File: src/logic/sram_host_pkg.sv
package sram_host_pkg;
   localparam int ADDR_W = 15;
   localparam int DATA_W = 9;
   localparam int CLK_PERIOD_NS = 50;
   // write strobe low to device float, longest figure
   localparam int WRITE_STROBE_TO_FLOAT_TIME_NS = 7;
   localparam int WRITE_DATA_SETUP_TIME_NS = 10;
   localparam int WRITE_PULSE_NS = 15;
   localparam int READ_ACCESS_NS = 20;
   localparam int OE_FLOAT_NS = 9;
   // least times round up, at least one cycle
   function automatic int cyc_up(input int ns);
      int c;
      c = (ns + CLK_PERIOD_NS - 1) / CLK_PERIOD_NS;
      return (c < 1) ? 1 : c;
   endfunction : cyc_up
   localparam int FLOAT_CYC = cyc_up(WRITE_STROBE_TO_FLOAT_TIME_NS);
   localparam int SETUP_CYC = cyc_up(WRITE_DATA_SETUP_TIME_NS);
   localparam int WPULSE_CYC = cyc_up(WRITE_PULSE_NS);
   localparam int READ_CYC = cyc_up(READ_ACCESS_NS);
   localparam int TURN_CYC = cyc_up(OE_FLOAT_NS);
   localparam int CNT_W = 4;
   localparam logic [CNT_W-1:0] CNT_ZERO = 4'h0;
   typedef enum logic [2:0] {
      ST_IDLE, ST_WSTART, ST_WDATA, ST_WEND, ST_RACC, ST_RDONE, ST_TURN
   } state_t;
endpackage : sram_host_pkg

File: src/logic/data_latch.sv
`timescale 1ns/1ps
`default_nettype none
// holds the word returned by a read; output straight from a register
module data_latch
   import sram_host_pkg::*;
(
   input  wire logic              clk,
   input  wire logic              resetn,
   input  wire logic              load,
   input  wire logic [DATA_W-1:0] din,
   output var  logic [DATA_W-1:0] dout
);
   always_ff @(posedge clk) begin
      if (!resetn) begin
         dout <= '0;
      end else if (load) begin
         dout <= din;
      end
   end
endmodule : data_latch
`default_nettype wire

File: src/logic/sram_host.sv
// What this block does
// - write opens only while both selects are active and write strobe low
// - write data held stable across the rising edge that ends the write
// - strobe-ended write lasts float plus setup plus pulse time, enable held high
// - host never drives data while device may still drive its pins
`timescale 1ns/1ps
`default_nettype none
module sram_host
   import sram_host_pkg::*;
(
   input  wire logic              clk,
   input  wire logic              resetn,
   input  wire logic              reqValid,
   input  wire logic              reqWrite,
   input  wire logic [ADDR_W-1:0] reqAddr,
   input  wire logic [DATA_W-1:0] reqData,
   output logic                   reqReady,
   output logic                   rspValid,
   output logic [DATA_W-1:0]      rspData,
   output logic [ADDR_W-1:0]      wordAddress,
   output logic                   selectLowActive_n,
   output logic                   selectHighActive,
   output logic                   writeStrobe_n,
   output logic                   outputEnable_n,
   input  wire logic [DATA_W-1:0] dataPinsIn,
   output logic [DATA_W-1:0]      dataPinsOut,
   output logic                   dataPinsOe_n
);
   // ------------------------------------------------------------
   // sequencer
   // ------------------------------------------------------------
   state_t           state;
   logic [CNT_W-1:0] cnt;
   logic             capture;

   function automatic logic [CNT_W-1:0] to_cnt(input int n);
      return CNT_W'(n - 1);
   endfunction : to_cnt

   always_ff @(posedge clk) begin
      if (!resetn) begin
         state <= ST_IDLE;
         cnt   <= CNT_ZERO;
      end else if (cnt != CNT_ZERO) begin
         cnt <= cnt - 4'h1;
      end else begin
         case (state)
            ST_IDLE: begin
               if (reqValid && reqReady) begin
                  state <= reqWrite ? ST_WSTART : ST_RACC;
                  cnt   <= reqWrite ? to_cnt(FLOAT_CYC) : to_cnt(READ_CYC);
               end
            end
            // strobe low, pins left to float before host drives
            ST_WSTART: begin
               state <= ST_WDATA;
               cnt   <= to_cnt(SETUP_CYC + WPULSE_CYC);
            end
            ST_WDATA: begin
               state <= ST_WEND;
               cnt   <= CNT_ZERO;
            end
            // one cycle of data hold after the closing edge
            ST_WEND: begin
               state <= ST_IDLE;
            end
            ST_RACC: begin
               state <= ST_RDONE;
            end
            ST_RDONE: begin
               state <= ST_TURN;
               cnt   <= to_cnt(TURN_CYC);
            end
            ST_TURN: begin
               state <= ST_IDLE;
            end
            default: begin
               state <= ST_IDLE;
            end
         endcase
      end
   end

   // ------------------------------------------------------------
   // request side
   // ------------------------------------------------------------
   always_ff @(posedge clk) begin
      if (!resetn) begin
         reqReady <= 1'b0;
      end else begin
         reqReady <= (state == ST_IDLE) && !(reqValid && reqReady);
      end
   end

   always_ff @(posedge clk) begin
      if (!resetn) begin
         wordAddress <= '0;
         dataPinsOut <= '0;
      end else if (state == ST_IDLE && reqValid && reqReady) begin
         wordAddress <= reqAddr;
         dataPinsOut <= reqData;
      end
   end

   // ------------------------------------------------------------
   // memory strobes
   // ------------------------------------------------------------
   // selects are two registers driven from one term, so they never split
   logic selNext;
   logic weNext;
   logic oeNext;
   // selects also stand through the hold cycle, so the strobe alone ends the write
   assign selNext = (state == ST_WSTART) || (state == ST_WDATA) || (state == ST_WEND)
                 || (state == ST_RACC) || (state == ST_RDONE);
   // write strobe closes the write, selects drop one cycle later
   assign weNext = (state == ST_WSTART) || (state == ST_WDATA);
   assign oeNext = (state == ST_RACC) || (state == ST_RDONE);

   always_ff @(posedge clk) begin
      if (!resetn) begin
         selectLowActive_n <= 1'b1;
         selectHighActive  <= 1'b0;
      end else begin
         selectLowActive_n <= !selNext;
         selectHighActive  <= selNext;
      end
   end

   always_ff @(posedge clk) begin
      if (!resetn) begin
         writeStrobe_n  <= 1'b1;
         outputEnable_n <= 1'b1;
      end else begin
         writeStrobe_n  <= !weNext;
         // enable held high through writes so the device never drives
         outputEnable_n <= !oeNext;
      end
   end

   // data driven only after float time, held through closing edge
   always_ff @(posedge clk) begin
      if (!resetn) begin
         dataPinsOe_n <= 1'b1;
      end else begin
         dataPinsOe_n <= !((state == ST_WDATA) || (state == ST_WEND));
      end
   end

   // ------------------------------------------------------------
   // read return
   // ------------------------------------------------------------
   assign capture = (state == ST_RDONE) && (cnt == CNT_ZERO);

   always_ff @(posedge clk) begin
      if (!resetn) begin
         rspValid <= 1'b0;
      end else begin
         rspValid <= capture;
      end
   end

   data_latch u_latch (
      .clk    (clk),
      .resetn (resetn),
      .load   (capture),
      .din    (dataPinsIn),
      .dout   (rspData)
   );
endmodule : sram_host
`default_nettype wire

File: config.mk
export PLATFORM = sky130hd
export DESIGN_NAME = sram_host
export DESIGN_NICKNAME = d
export VERILOG_FILES = /design/src/logic/sram_host_pkg.sv /design/src/logic/data_latch.sv /design/src/logic/sram_host.sv
export SDC_FILE = /design/constraint.sdc
export NUM_CORES = 1
export LEC_CHECK = 0
export BUFFER_PORTS_ARGS = -buffer_cell sky130_fd_sc_hd__buf_2
export CAP_MARGIN = 20
export CORE_MARGIN = 4
export CORE_UTILIZATION = 47
export CTS_CLUSTER_DIAMETER = 60
export DETAILED_ROUTE_END_ITERATION = 16
export PLACE_DENSITY = 0.78
export REMOVE_ABC_BUFFERS = 1
export SYNTH_ARGS = -nofsm -noshare
export SYNTH_HDL_FRONTEND = slang
export SYNTH_SLANG_ARGS = --single-unit
File: constraint.sdc
create_clock -name clk -period 2 [get_ports clk]
set_input_delay 0.1 -clock clk [delete_from_list [all_inputs] [get_ports clk]]
set_output_delay 0.1 -clock clk [all_outputs]
set_load 0.05 [all_outputs]
Word-level counts from Yosys, hierarchy flattened
Cells that the tools add are included.
{"block": "word_totals", "register_bits": 47, "out_inout_bits": 40}
{"block": "op_classes", "n_eq_ne": 7, "bitwise_logic": 1, "n_reduce_logical": 23, "n_mux": 6, "n_addsub": 1}
{"cell": "case mux 3 bit (5 select lines)", "n": 1}
{"cell": "case mux 4 bit (3 select lines)", "n": 1}
{"cell": "two-way mux 4 bit", "n": 2}
{"cell": "nonzero test 4 bit", "n": 2}
{"cell": "== test 3 x 2 -> 1 bit (second input constant)", "n": 2}
{"cell": "== test 3 bit (second input constant)", "n": 2}
{"cell": "logical OR 1 bit", "n": 6}
{"cell": "two-way mux 3 bit", "n": 2}
{"cell": "logical AND 1 bit", "n": 5}
{"cell": "zero test 1 bit", "n": 5}
{"cell": "zero test 4 bit", "n": 1}
{"cell": "AND reduction 2 bit", "n": 2}
{"cell": "subtractor 4 x 1 -> 4 bit (second input constant)", "n": 1}
{"cell": "== test 3 x 1 -> 1 bit (second input constant)", "n": 1}
{"cell": "zero test 3 bit", "n": 1}
{"cell": "!= test 3 x 2 -> 1 bit (second input constant)", "n": 1}
{"cell": "!= test 2 x 1 -> 1 bit (second input constant)", "n": 1}
{"cell": "OR reduction 2 bit", "n": 1}
{"cell": "inverter 1 bit", "n": 1}

Depth between registers and ports, before layout
Gate-level depths: netlist of run 1.
{"block": "logic_depth", "ltp_word": 6, "depth_mapped": 5}

Modules after synthesis
A second synthesis of run 1 with hierarchy kept.
{"block": "unflattened", "hier_cells": 196, "hier_area_um2": 1891.8}
{"mod": "sram_host", "seq_area_each_um2": 760.7, "cells_each": 168, "area_per_inst_um2": 1554.0, "n_inst": 1}
{"mod": "data_latch", "seq_area_each_um2": 180.2, "cells_each": 28, "area_per_inst_um2": 337.8, "n_inst": 1}

Worst setup path after synthesis of run 1
Ideal clock, no wire load.
{"block": "synth_timing", "path_kind": "reg-to-reg", "start": "reg reqReady", "end": "reg dataPinsOut[4]", "path_stages_with_launch": 6, "arrival_ps": 1549, "setup_slack_ps": 375, "period_less_slack_ps": 1625, "setup_time_ps": 76, "path_cell_list": "dfxtp_1 > and2_1 > clkbuf_1 > clkbuf_1 > nand3_1 > a21boi_0"}
{"block": "synth_via", "elab_chain_cells": 1}
{"element": "start, declared", "line_no": "sram_host.sv:17", "rtl": "output logic reqReady,"}
{"element": "start signal, assigned", "line_no": "sram_host.sv:91", "rtl": "reqReady <= (state == ST_IDLE) && !(reqValid && reqReady);"}
{"element": "logical AND 1 bit", "line_no": "sram_host.sv:99", "rtl": "end else if (state == ST_IDLE && reqValid && reqReady) begin"}
{"element": "end signal, assigned", "line_no": "sram_host.sv:101", "rtl": "dataPinsOut <= reqData;"}
{"element": "end, declared", "line_no": "sram_host.sv:26", "rtl": "output logic [DATA_W-1:0] dataPinsOut,"}
Every way passes these cells.
A chain may end at the register's enable or synchronous reset.

Worst setup path in the final report of run 1
{"block": "layout_timing", "start": "reg cnt[0]", "end": "reg u_latch.dout[0]"}
{"block": "layout_via", "elab_chain_cells": 2}
{"element": "start, declared", "line_no": "sram_host.sv:33", "rtl": "logic [CNT_W-1:0] cnt;"}
{"element": "start signal, assigned", "line_no": "sram_host.sv:45", "rtl": "cnt <= cnt - 4'h1;"}
{"element": "start signal, assigned", "line_no": "sram_host.sv:51", "rtl": "cnt <= reqWrite ? to_cnt(FLOAT_CYC) : to_cnt(READ_CYC);"}
{"element": "start signal, assigned", "line_no": "sram_host.sv:57", "rtl": "cnt <= to_cnt(SETUP_CYC + WPULSE_CYC);"}
{"element": "zero test 4 bit", "line_no": "sram_host.sv:152", "rtl": "assign capture = (state == ST_RDONE) && (cnt == CNT_ZERO);"}
{"element": "logical AND 1 bit", "line_no": "sram_host.sv:152"}
{"element": "end signal, assigned", "line_no": "data_latch.sv:17", "rtl": "dout <= din;"}
{"element": "end, declared", "line_no": "data_latch.sv:11", "rtl": "output var logic [DATA_W-1:0] dout"}
Every way passes these cells.

==> results.toml, run 1 <==
[outcome]
run_status = "completed"

[clock_tree]
clkTransAtPathRegs_ps = 80
cts_tree = "yes"
hold_buffers = 0
htreeDepth = 2
numCtsBuffers = 5
cts_root_buffer = "clkbuf_8"
cts_resized = 0
clk_latency_ps = 300
postCtsSetupRepairBufs = 0
cts_max_path_buffers = 2
clkSinkCount = 47

[synthesis]
syn-instance-count = 207
ys_seq_area_share_pct = 50.0
synth.top_cell.area_share_pct = 50.0
synth-main-ff-cell = "dfxtp_1"
synthTopCellsByArea = "dfxtp_1 (50%), a21boi_0 (7.2%), o21ai_0 (7.2%)"
synth_top_area_cell = "dfxtp_1"
yosysWarnings = 0
synthTopCellsByCount = "dfxtp_1 (47), o21ai_0 (27), nand2_1 (25), nand3_1 (25), a21boi_0 (18)"
synth_edf_count = 0
synth_most_common_cell = "dfxtp_1"
syn_area_mm2 = 0.00188
ys_types = 31
ys_ff_latch = 47
syn_avg_cell_area_um2 = 9.09
async_flop_share_pct = 0

[setup_path]
startpoint_type = "flop"
cp_data_required_time_ps = 2220
crit_arrival_ps = 1860
worst-r2r-setup-slack_ps = 370
crit_fanout = 9
worstSetupPathType = "flop to flop"
reg2reg_depth = 3
worstReg2RegEnd = "u_latch.dout[0]"
regToRegStartpoint = "cnt[0]"
endpoint_kind = "flop"

[power]
vdd_ir_drop_max_mv = 0.902
powerDensity_mw_per_mm2 = 1440
power_w = 0.00344
power.leakage_nw = 1.05

[detailed_routing]
vias = 1699
route.detailed.drc = 0
avgRoutedWirePerCell_um = 13.4
ant_nets = 0
drt_iter0_drc = 163
routed_wl_um = 4380
dr.pass1.iters = 4
vias_per_cell = 5.21

[min_path]
hold_depth = 3
hp-start = "dataPinsIn[4]"
hold_end = "u_latch.dout[4]"
holdCritPathClass = "input port to flop"

[final_layout]
layout-drive-gt1-share_pct = 34.5
nets = 314
area_delta_synth_final_pct = 26.5
num_antenna_cells = 0
finalInstanceArea_mm2 = 0.00238
postLayoutCoreUtil_pct = 63.1

[timing]
skew_ps = 3.93
slew_headroom_pct = 54.3
rsz0062_at_grt = "no"
worst_slew_pin_slew_ps = 684
clock.fmax_ghz = 0.612
min_period_ps = 1630
setup_violations = 0
fin_crit_sh_pct = 81.7
slew_violations = 0
setup_slack_ps = 365
finalSetupTns_ps = 0
hold_viol_final = 0

[job]
cap_violations = 0

[global_route]
gr-usage-all-layers_pct = 17.7
antenna_found_initial = 0
grt_max_degree = 26
grt_pass1_wl_um = 7220
grt_overflow_total = 0
grt_pass1_vias = 1584

[place]
portBuffers = 76
place_ws_ps = 405
place_congestion = 0.747
hpwl_um = 3010
placed_area_mm2 = 0.00228

[die]
die_height_um = 71.3
rows = 22
start_util_pct = 49.9
dieWidth_um = 71.3
io_pins = 77
dieArea_mm2 = 0.00508
core_mm2 = 0.00377
-- cell families (layout without fill, tap and decap cells) --
group	Yosys count	in the layout	share of synthesized area, %
muxes	9	9	4.79
and+or+nand+nor	68	68	18.7
xor gates and xnor gates	1	1	0.466
AOI/OAI and AO/OA	60	60	20.6
DFF	47	47	50.0
buffers and inverters	22	93	5.45
-- cells in the final DEF, fill, tap and decap left out, types with 3 or more instances in the layout --
| cell type | instances |
|---|---|
| a21boi_0 | 18 |
| a21boi_1 | 8 |
| buf_2 | 76 |
| buf_4 | 7 |
| clkbuf_8 | 7 |
| dfxtp_1 | 47 |
| mux2i_1 | 9 |
| nand2_1 | 25 |
| nand3_1 | 25 |
| nand3b_1 | 3 |
| nor2_1 | 5 |
| o21ai_0 | 27 |
-- how the worst max path moves through the flow --
| stage | start | to | slack [ps] | cells after the start |
|---|---|---|---|---|
| 2_1_floorplan | reqReady | state[0] | 280 | 3 |
| 3_3_place_gp | state[0] | wordAddress[0] | 440 | 4 |
| 3_5_place_dp | cnt[0] | u_latch.dout[0] | 410 | 3 |
| 4_1_cts | cnt[0] | u_latch.dout[0] | 360 | 3 |
| 5_1_grt | state[2] | wordAddress[5] | 240 | 4 |
| 6_report | cnt[0] | u_latch.dout[0] | 370 | 3 |
-- critical path, cell delays in order, from the launching register on --
cell and delay [ps]:
dfxtp_1 370, nor4_4 520, and4b_4 440, mux2i_1 230
-- registers in the layout, summed over array words and instances, names as in the netlist --
signal / cells
wordAddress: 15
dataPinsOut: 9
u_latch.dout: 9
cnt: 4
state: 3
dataPinsOe_n: 1
outputEnable_n: 1
reqReady: 1
rspValid: 1
selectHighActive: 1
selectLowActive_n: 1
writeStrobe_n: 1
-- final cells by class --
class | count | area, um^2
inverter | 2 | 7.51
tap | 48 | 60.1
clock buffer | 8 | 100
sequential | 47 | 941
fill | 335 | 1390
multi-input combinational | 138 | 838
timing repair buffer | 83 | 433
-- power by group --
part	total, W	leakage, nW	switching, W	internal (W)
logic	0.00158	0.618	0.00115	0.000438
registers	0.00124	0.382	0.000133	0.00111
clock network	0.000609	0.0515	0.000294	0.000315
total	0.00344	1.05	0.00157	0.00186
-- per-stage QoR --
stage / hold slack (ps) / instances
2_1_floorplan: 193 / 187
3_3_place_gp: 350 / 318
3_5_place_dp: 353 / 318
4_1_cts: 34.7 / 326
5_1_grt: 47.3 / 326
6_report: 39.5 / 326
-- per-layer routing --
layer / track usage [%] / wire length (um)
met1: 22.7 / 1870
met2: 28.2 / 2210
met3: 3.79 / 216
met4: 8.77 / 82
met5: 0 / 0
No activity file was read; power rests on OpenSTA's default activity.
==> run 2, diff against run 1 <==
ABC_AREA = 1   (was not set)
CORE_UTILIZATION = 41   (was 47)
PLACE_DENSITY = 0.74   (was 0.78)
clock period = 1.4 ns   (was 2 ns; I/O delays follow)
==> run 2 against run 1 <==
Global-route usage is 2.8 points lower. Core utilization shrank 6.4 points. Clock power increased by 38%.
==> results.toml, run 2 <==
[outcome]
run_status = "completed"

[synthesis]
synth_most_common_cell = "nand2_1"
ys_seq_area_share_pct = 55.5
syn_area_mm2 = 0.00170
synth_edf_count = 0
yosysWarnings = 0
syn_avg_cell_area_um2 = 7.78
ys_types = 16
synthTopCellsByCount = "nand2_1 (69), dfxtp_1 (47), nor2_1 (29)"
synth.top_cell.area_share_pct = 55.5
async_flop_share_pct = 0
syn-instance-count = 218
ys_ff_latch = 47
synthTopCellsByArea = "dfxtp_1 (55%), nand2_1 (15%), a21oi_1 (8.3%)"
synth-main-ff-cell = "dfxtp_1"
synth_top_area_cell = "dfxtp_1"

[global_route]
antenna_found_initial = 0
grt_pass1_vias = 1464
gr-usage-all-layers_pct = 14.9
grt_max_degree = 28
grt_overflow_total = 0
grt_pass1_wl_um = 6240

[final_layout]
fill_cells = 388
num_antenna_cells = 0
layout-drive-gt1-share_pct = 32.0
layout.cells.most_common = "buf_2"
final_cell_mix = "buf_2 (76), nand2_1 (68), dfxtp_1 (47)"
regMostFlops = "wordAddress"
largest_reg_flops = 15
top_regs = "wordAddress: 15 flops, dataPinsOut: 9 flops, u_latch.dout: 9 flops"
nets = 336
area_delta_synth_final_pct = 33.7
stdcell_count = 350

[power]
power.leakage_nw = 1.08
vdd_ir_drop_max_mv = 1.07
powerDensity_mw_per_mm2 = 1830
power_w = 0.00415

[place]
portBuffers = 76
hpwl_um = 2750
dp_cells = 336
place_congestion = 0.730

[timing]
worst_slew_pin_slew_ps = 284
setup_violations = 0
clock.fmax_ghz = 0.785
fin_crit_sh_pct = 91.0
min_period_ps = 1270
hold_viol_final = 0
slew_headroom_pct = 81.1
slew_violations = 0
skew_ps = 6.22

[clock_tree]
cts_max_path_buffers = 2
htreeDepth = 2
clkTransAtPathRegs_ps = 80
numCtsBuffers = 5
clkSinkCount = 47
clk_latency_ps = 290
cts_root_buffer = "clkbuf_8"
cts_tree = "yes"

[job]
cap_violations = 0

[die]
die_height_um = 72.3
io_pins = 77
rows = 23
dieArea_mm2 = 0.00523
dieWidth_um = 72.3
start_util_pct = 42.4
core_mm2 = 0.00400

[detailed_routing]
drt_iter0_drc = 61
route.detailed.drc = 0
ant_nets = 0
routed_wl_um = 3870
avgRoutedWirePerCell_um = 11.0
vias = 1600
vias_per_cell = 4.57
dr.pass1.iters = 4

[setup_path]
startpoint_type = "flop"
endpoint_kind = "flop"
cp_data_required_time_ps = 1630
worstSetupPathType = "flop to flop"
crit_arrival_ps = 1510
crit_fanout = 5

[min_path]
holdCritPathClass = "input port to flop"
[run 2: cell count changes after synthesis, moves of 8 or more]
cell / previous run / this run
a21boi_0: 18 / 0
mux2i_1: 9 / 0
a21boi_1: 8 / 0
clkbuf_1: 16 / 5
nand3_1: 25 / 4
a21oi_1: 1 / 28
nor2_1: 5 / 29
o21ai_0: 27 / 13
nand2_1: 25 / 69
[run 2: what timing repair did]
action | CTS | global route
endpoints found under the setup margin | 0 | 34
resized for setup | 0 | 2
hold buffers | 2 | 1
hold endpoints to repair | 2 | 1
setup buffers | 0 | 3
[run 2: kinds of logic (layout without fill, tap and decap cells)]
group,Yosys count,count (layout),synth area share (%)
flip-flops,47,47,55.5
AO/OA/AOI/OAI,43,43,13.0
buffers and inverters,21,103,5.75
AND/OR/NAND/NOR,107,107,25.8
[run 2: cell type report]
type	count	area, um^2	share of cell area (%)
inverter	11	41.3	1.82
timing repair buffer	84	460	20.3
clock buffer	7	86.3	3.81
multi-input combinational	150	668	29.5
sequential	47	941	41.5
tap	50	62.6	2.76
clock inverter	1	8.76	0.386
[run 2: power by group]
part | switching, W | internal (W)
clock network | 0.000436 | 0.000405
logic | 0.00120 | 0.000428
registers | 0.000130 | 0.00156
[run 2: layer usage]
metal | GRT usage [%] | wire length (um) | vias to the layer above
li1 | - | - | 847
met1 | 17.5 | 1740 | 699
met2 | 26.3 | 1860 | 48
met3 | 3.88 | 226 | 6
met4 | 5.01 | 41 | 0
met5 | 0 | 0 | -
[run 2: worst paths after layout]
check,start,end,slack (ps),cells past startpoint
min reg2reg,cnt[3],cnt[3],450,2
min,dataPinsIn[8],u_latch.dout[8],3,3
max reg2reg,cnt[0],u_latch.dout[6],130,6
max,cnt[0],u_latch.dout[6],130,6
[run 2: stage by stage]
step / hold WS [ps] / area, um^2 / util [%] / TNS (ps) / setup slack (ps)
final: 3.47 / 2270 / 56.7 / 0 / 126
after global routing: 3.48 / 2270 / 56.7 / -62.3 / -20.1
after CTS: 0.210 / 2230 / 55.6 / 0 / 22.9
after detailed placement: 302 / 2110 / 52.8 / 0 / 39.8
after global placement: 289 / 2110 / 52.8 / 0 / 85.7
after floorplan: 139 / 1640 / - / -2940 / -123
[run 2: critical path: stages, from the launching register on]
cell and delay [ps]:
dfxtp_1 330, nor2_1 240, nand2_2 140, nor2_4 190, buf_4 150, o21ai_0 70
nor2_1 100
==> run 3, diff against run 2 <==
CORE_UTILIZATION = 42   (was 41)
SYNTH_HIERARCHICAL = 1   (was not set)
==> run 3 against run 2 <==
Register-to-register slack improved by 20 ps. Cell area increased by 5.9%. Critical path depth increased by 3. Final cell count increased by 5.1%. Maximum frequency increased by 1.3%. Clock-buffer cell count increased by 1. Non-clock buffer count unchanged. Clock power increased by 2%. Clock skew decreased by 2.2 ps. Combinational power increased by 11%. Synthesized cell count increased by 9.2%. Critical path type unchanged.
==> results.toml, run 3 <==
[global_route]
use_met3_pct = 4.73
grt_overflow_total = 0
grt_max_degree = 25
met2_usage_pct = 23.8
gr-usage-all-layers_pct = 14.5
antenna_found_initial = 0
grt_pass1_vias = 1514
busiest_layer = "met2"
grt_pass1_wl_um = 6310
use_met1_pct = 17.6

[die]
rows = 23
die_height_um = 74.5
dieArea_mm2 = 0.00555
dieWidth_um = 74.5
core_mm2 = 0.00414
io_pins = 77
start_util_pct = 44.8

[timing]
slew_violations = 0
skew_ps = 4.00
hold_viol_final = 0
rsz0062_at_grt = "no"
min_period_ps = 1260
fin_crit_sh_pct = 89.8
worst_slew_pin_slew_ps = 387
clock.fmax_ghz = 0.796
slew_headroom_pct = 74.2
setup_violations = 0

[synthesis]
ys_types = 23
synth_top_family_by_area = "simple AND/OR/NAND/NOR gates"
synth.top_cell.area_share_pct = 50.7
synthTopCellsByCount = "nand2_1 (85), dfxtp_1 (47), a21oi_1 (28)"
synth_top_area_cell = "dfxtp_1"
async_flop_share_pct = 0
ys_seq_area_share_pct = 50.7
yosysWarnings = 6
synth_compound_area_share_pct = 9.44
synth_most_common_cell = "nand2_1"
syn_area_mm2 = 0.00186
syn_avg_cell_area_um2 = 7.80
synthMuxAreaShare_pct = 0
synthSimpleGateAreaFrac_pct = 30.5
synthAdderAreaFrac_pct = 0
synth_xor_area_share_pct = 0
synthTopCellsByArea = "dfxtp_1 (51%), nand2_1 (17%), a21oi_1 (7.6%)"
syn-instance-count = 238
ys_ff_latch = 47
synth_edf_count = 0
synth-main-ff-cell = "dfxtp_1"

[clock_tree]
clkTransAtPathRegs_ps = 80
clkSinkCount = 47
cts_tree = "yes"
cts_resized = 0
postCtsSetupRepairBufs = 0
cts_max_path_buffers = 2
numCtsBuffers = 5
htreeDepth = 2
cts_root_buffer = "clkbuf_8"
clk_latency_ps = 290
hold_buffers = 0

[final_layout]
top_regs = "wordAddress: 15 flops, dataPinsOut: 9 flops, u_latch/dout: 9 flops"
largest_reg_flops = 15
layout.cells.most_common = "nand2_1"
nets = 354
num_antenna_cells = 0
seq_area_um2 = 941
multi_input_area_um2 = 751
layout-drive-gt1-share_pct = 36.8
area_delta_synth_final_pct = 29.5
finalInstanceArea_mm2 = 0.00240
fill_cells = 404
postLayoutCoreUtil_pct = 58.0
final_cell_mix = "nand2_1 (85), buf_2 (76), dfxtp_1 (47)"
regMostFlops = "wordAddress"

[power]
power_frac_comb_pct = 41.5
p_sw_w = 0.00182
internal_power_w = 0.00252
pwr-share-clk_pct = 19.7
seqPwrFrac_pct = 38.8
power.leakage_nw = 1.18
p_sw_share_pct = 41.9
vdd_ir_drop_max_mv = 0.781
powerDensity_mw_per_mm2 = 1810

[detailed_routing]
avgRoutedWirePerCell_um = 10.9
vias_per_cell = 4.58
route.detailed.drc = 0
routed_wl_um = 4020
ant_nets = 0
vias = 1687
drt_iter0_drc = 55
dr.pass1.iters = 4

[job]
cap_violations = 0

[setup_path]
endpoint_kind = "flop"
worstSetupPathType = "flop to flop"
crit_fanout = 6
startpoint_type = "flop"
cp_data_required_time_ps = 1590
crit_arrival_ps = 1450

[place]
placed_area_mm2 = 0.00228
place_congestion = 0.797
portBuffers = 76
hpwl_um = 2960

[outcome]
run_status = "completed"

[min_path]
holdCritPathClass = "input port to flop"
## run 3: worst max-delay path: stages (launching register included)
cell and delay, ps:
dfxtp_1 330, inv_1 70, nand2_1 80, nor2_2 130, inv_1 110, nor2_4 140
buf_6 150, nand2_1 50, nand2_1 70, nor2_2 30
## run 3: cell families (layout without fill, tap and decap cells)
family | count (synthesis) | in the layout
AO/OA/AOI/OAI | 34 | 34
buffers and inverters | 32 | 112
flip-flops | 47 | 47
AND/OR/NAND/NOR | 125 | 125
## run 3: worst paths after layout
path,slack (ps),cells past startpoint,startpoint,end
setup reg to reg,140,9,cnt[0],u_latch/dout[5]
setup / recovery,140,9,cnt[0],u_latch/dout[5]
hold / removal,20,3,reqAddr[10],wordAddress[10]
hold reg to reg,460,2,cnt[3],cnt[3]
## run 3: routing by layer
| layer | routed length [um] | share of wire (%) |
|---|---|---|
| met1 | 1780 | 44 |
| met2 | 1780 | 44 |
| met3 | 413 | 10 |
| met5 | 0 | 0 |
| met4 | 48 | 1.2 |
## run 3: metrics by stage
step / setup slack, ps / instances / hold slack (ps) / total power [W] / TNS [ps]
global route: 2.76 / 368 / 13.2 / 0.00461 / 0
global placement: 137 / 359 / 322 / 0.00346 / 0
detailed placement: 62.7 / 359 / 323 / 0.00349 / 0
CTS: 41.4 / 367 / 9.75 / 0.00436 / 0
floorplan: -551 / 226 / 139 / 0.00303 / -9670
finish: 143 / 368 / 21.4 / 0.00434 / 0
## run 3: layout make-up
cell class | instances | area share, %
clock buffers | 8 | 4.17
inverters | 20 | 3.13
multi-input cells | 159 | 31.3
flip-flops and latches | 47 | 39.2
well taps | 50 | 2.60
repair buffers | 84 | 19.7
## run 3: power groups by stage
stage                     clock network [W]  registers [W]  logic [W]
after floorplan                           0        0.00231   0.000725
after global placement                    0        0.00171    0.00175
after detailed placement                  0        0.00172    0.00177
after CTS                          0.000893        0.00169    0.00178
after global routing               0.000941        0.00171    0.00195
final                              0.000855        0.00169    0.00180
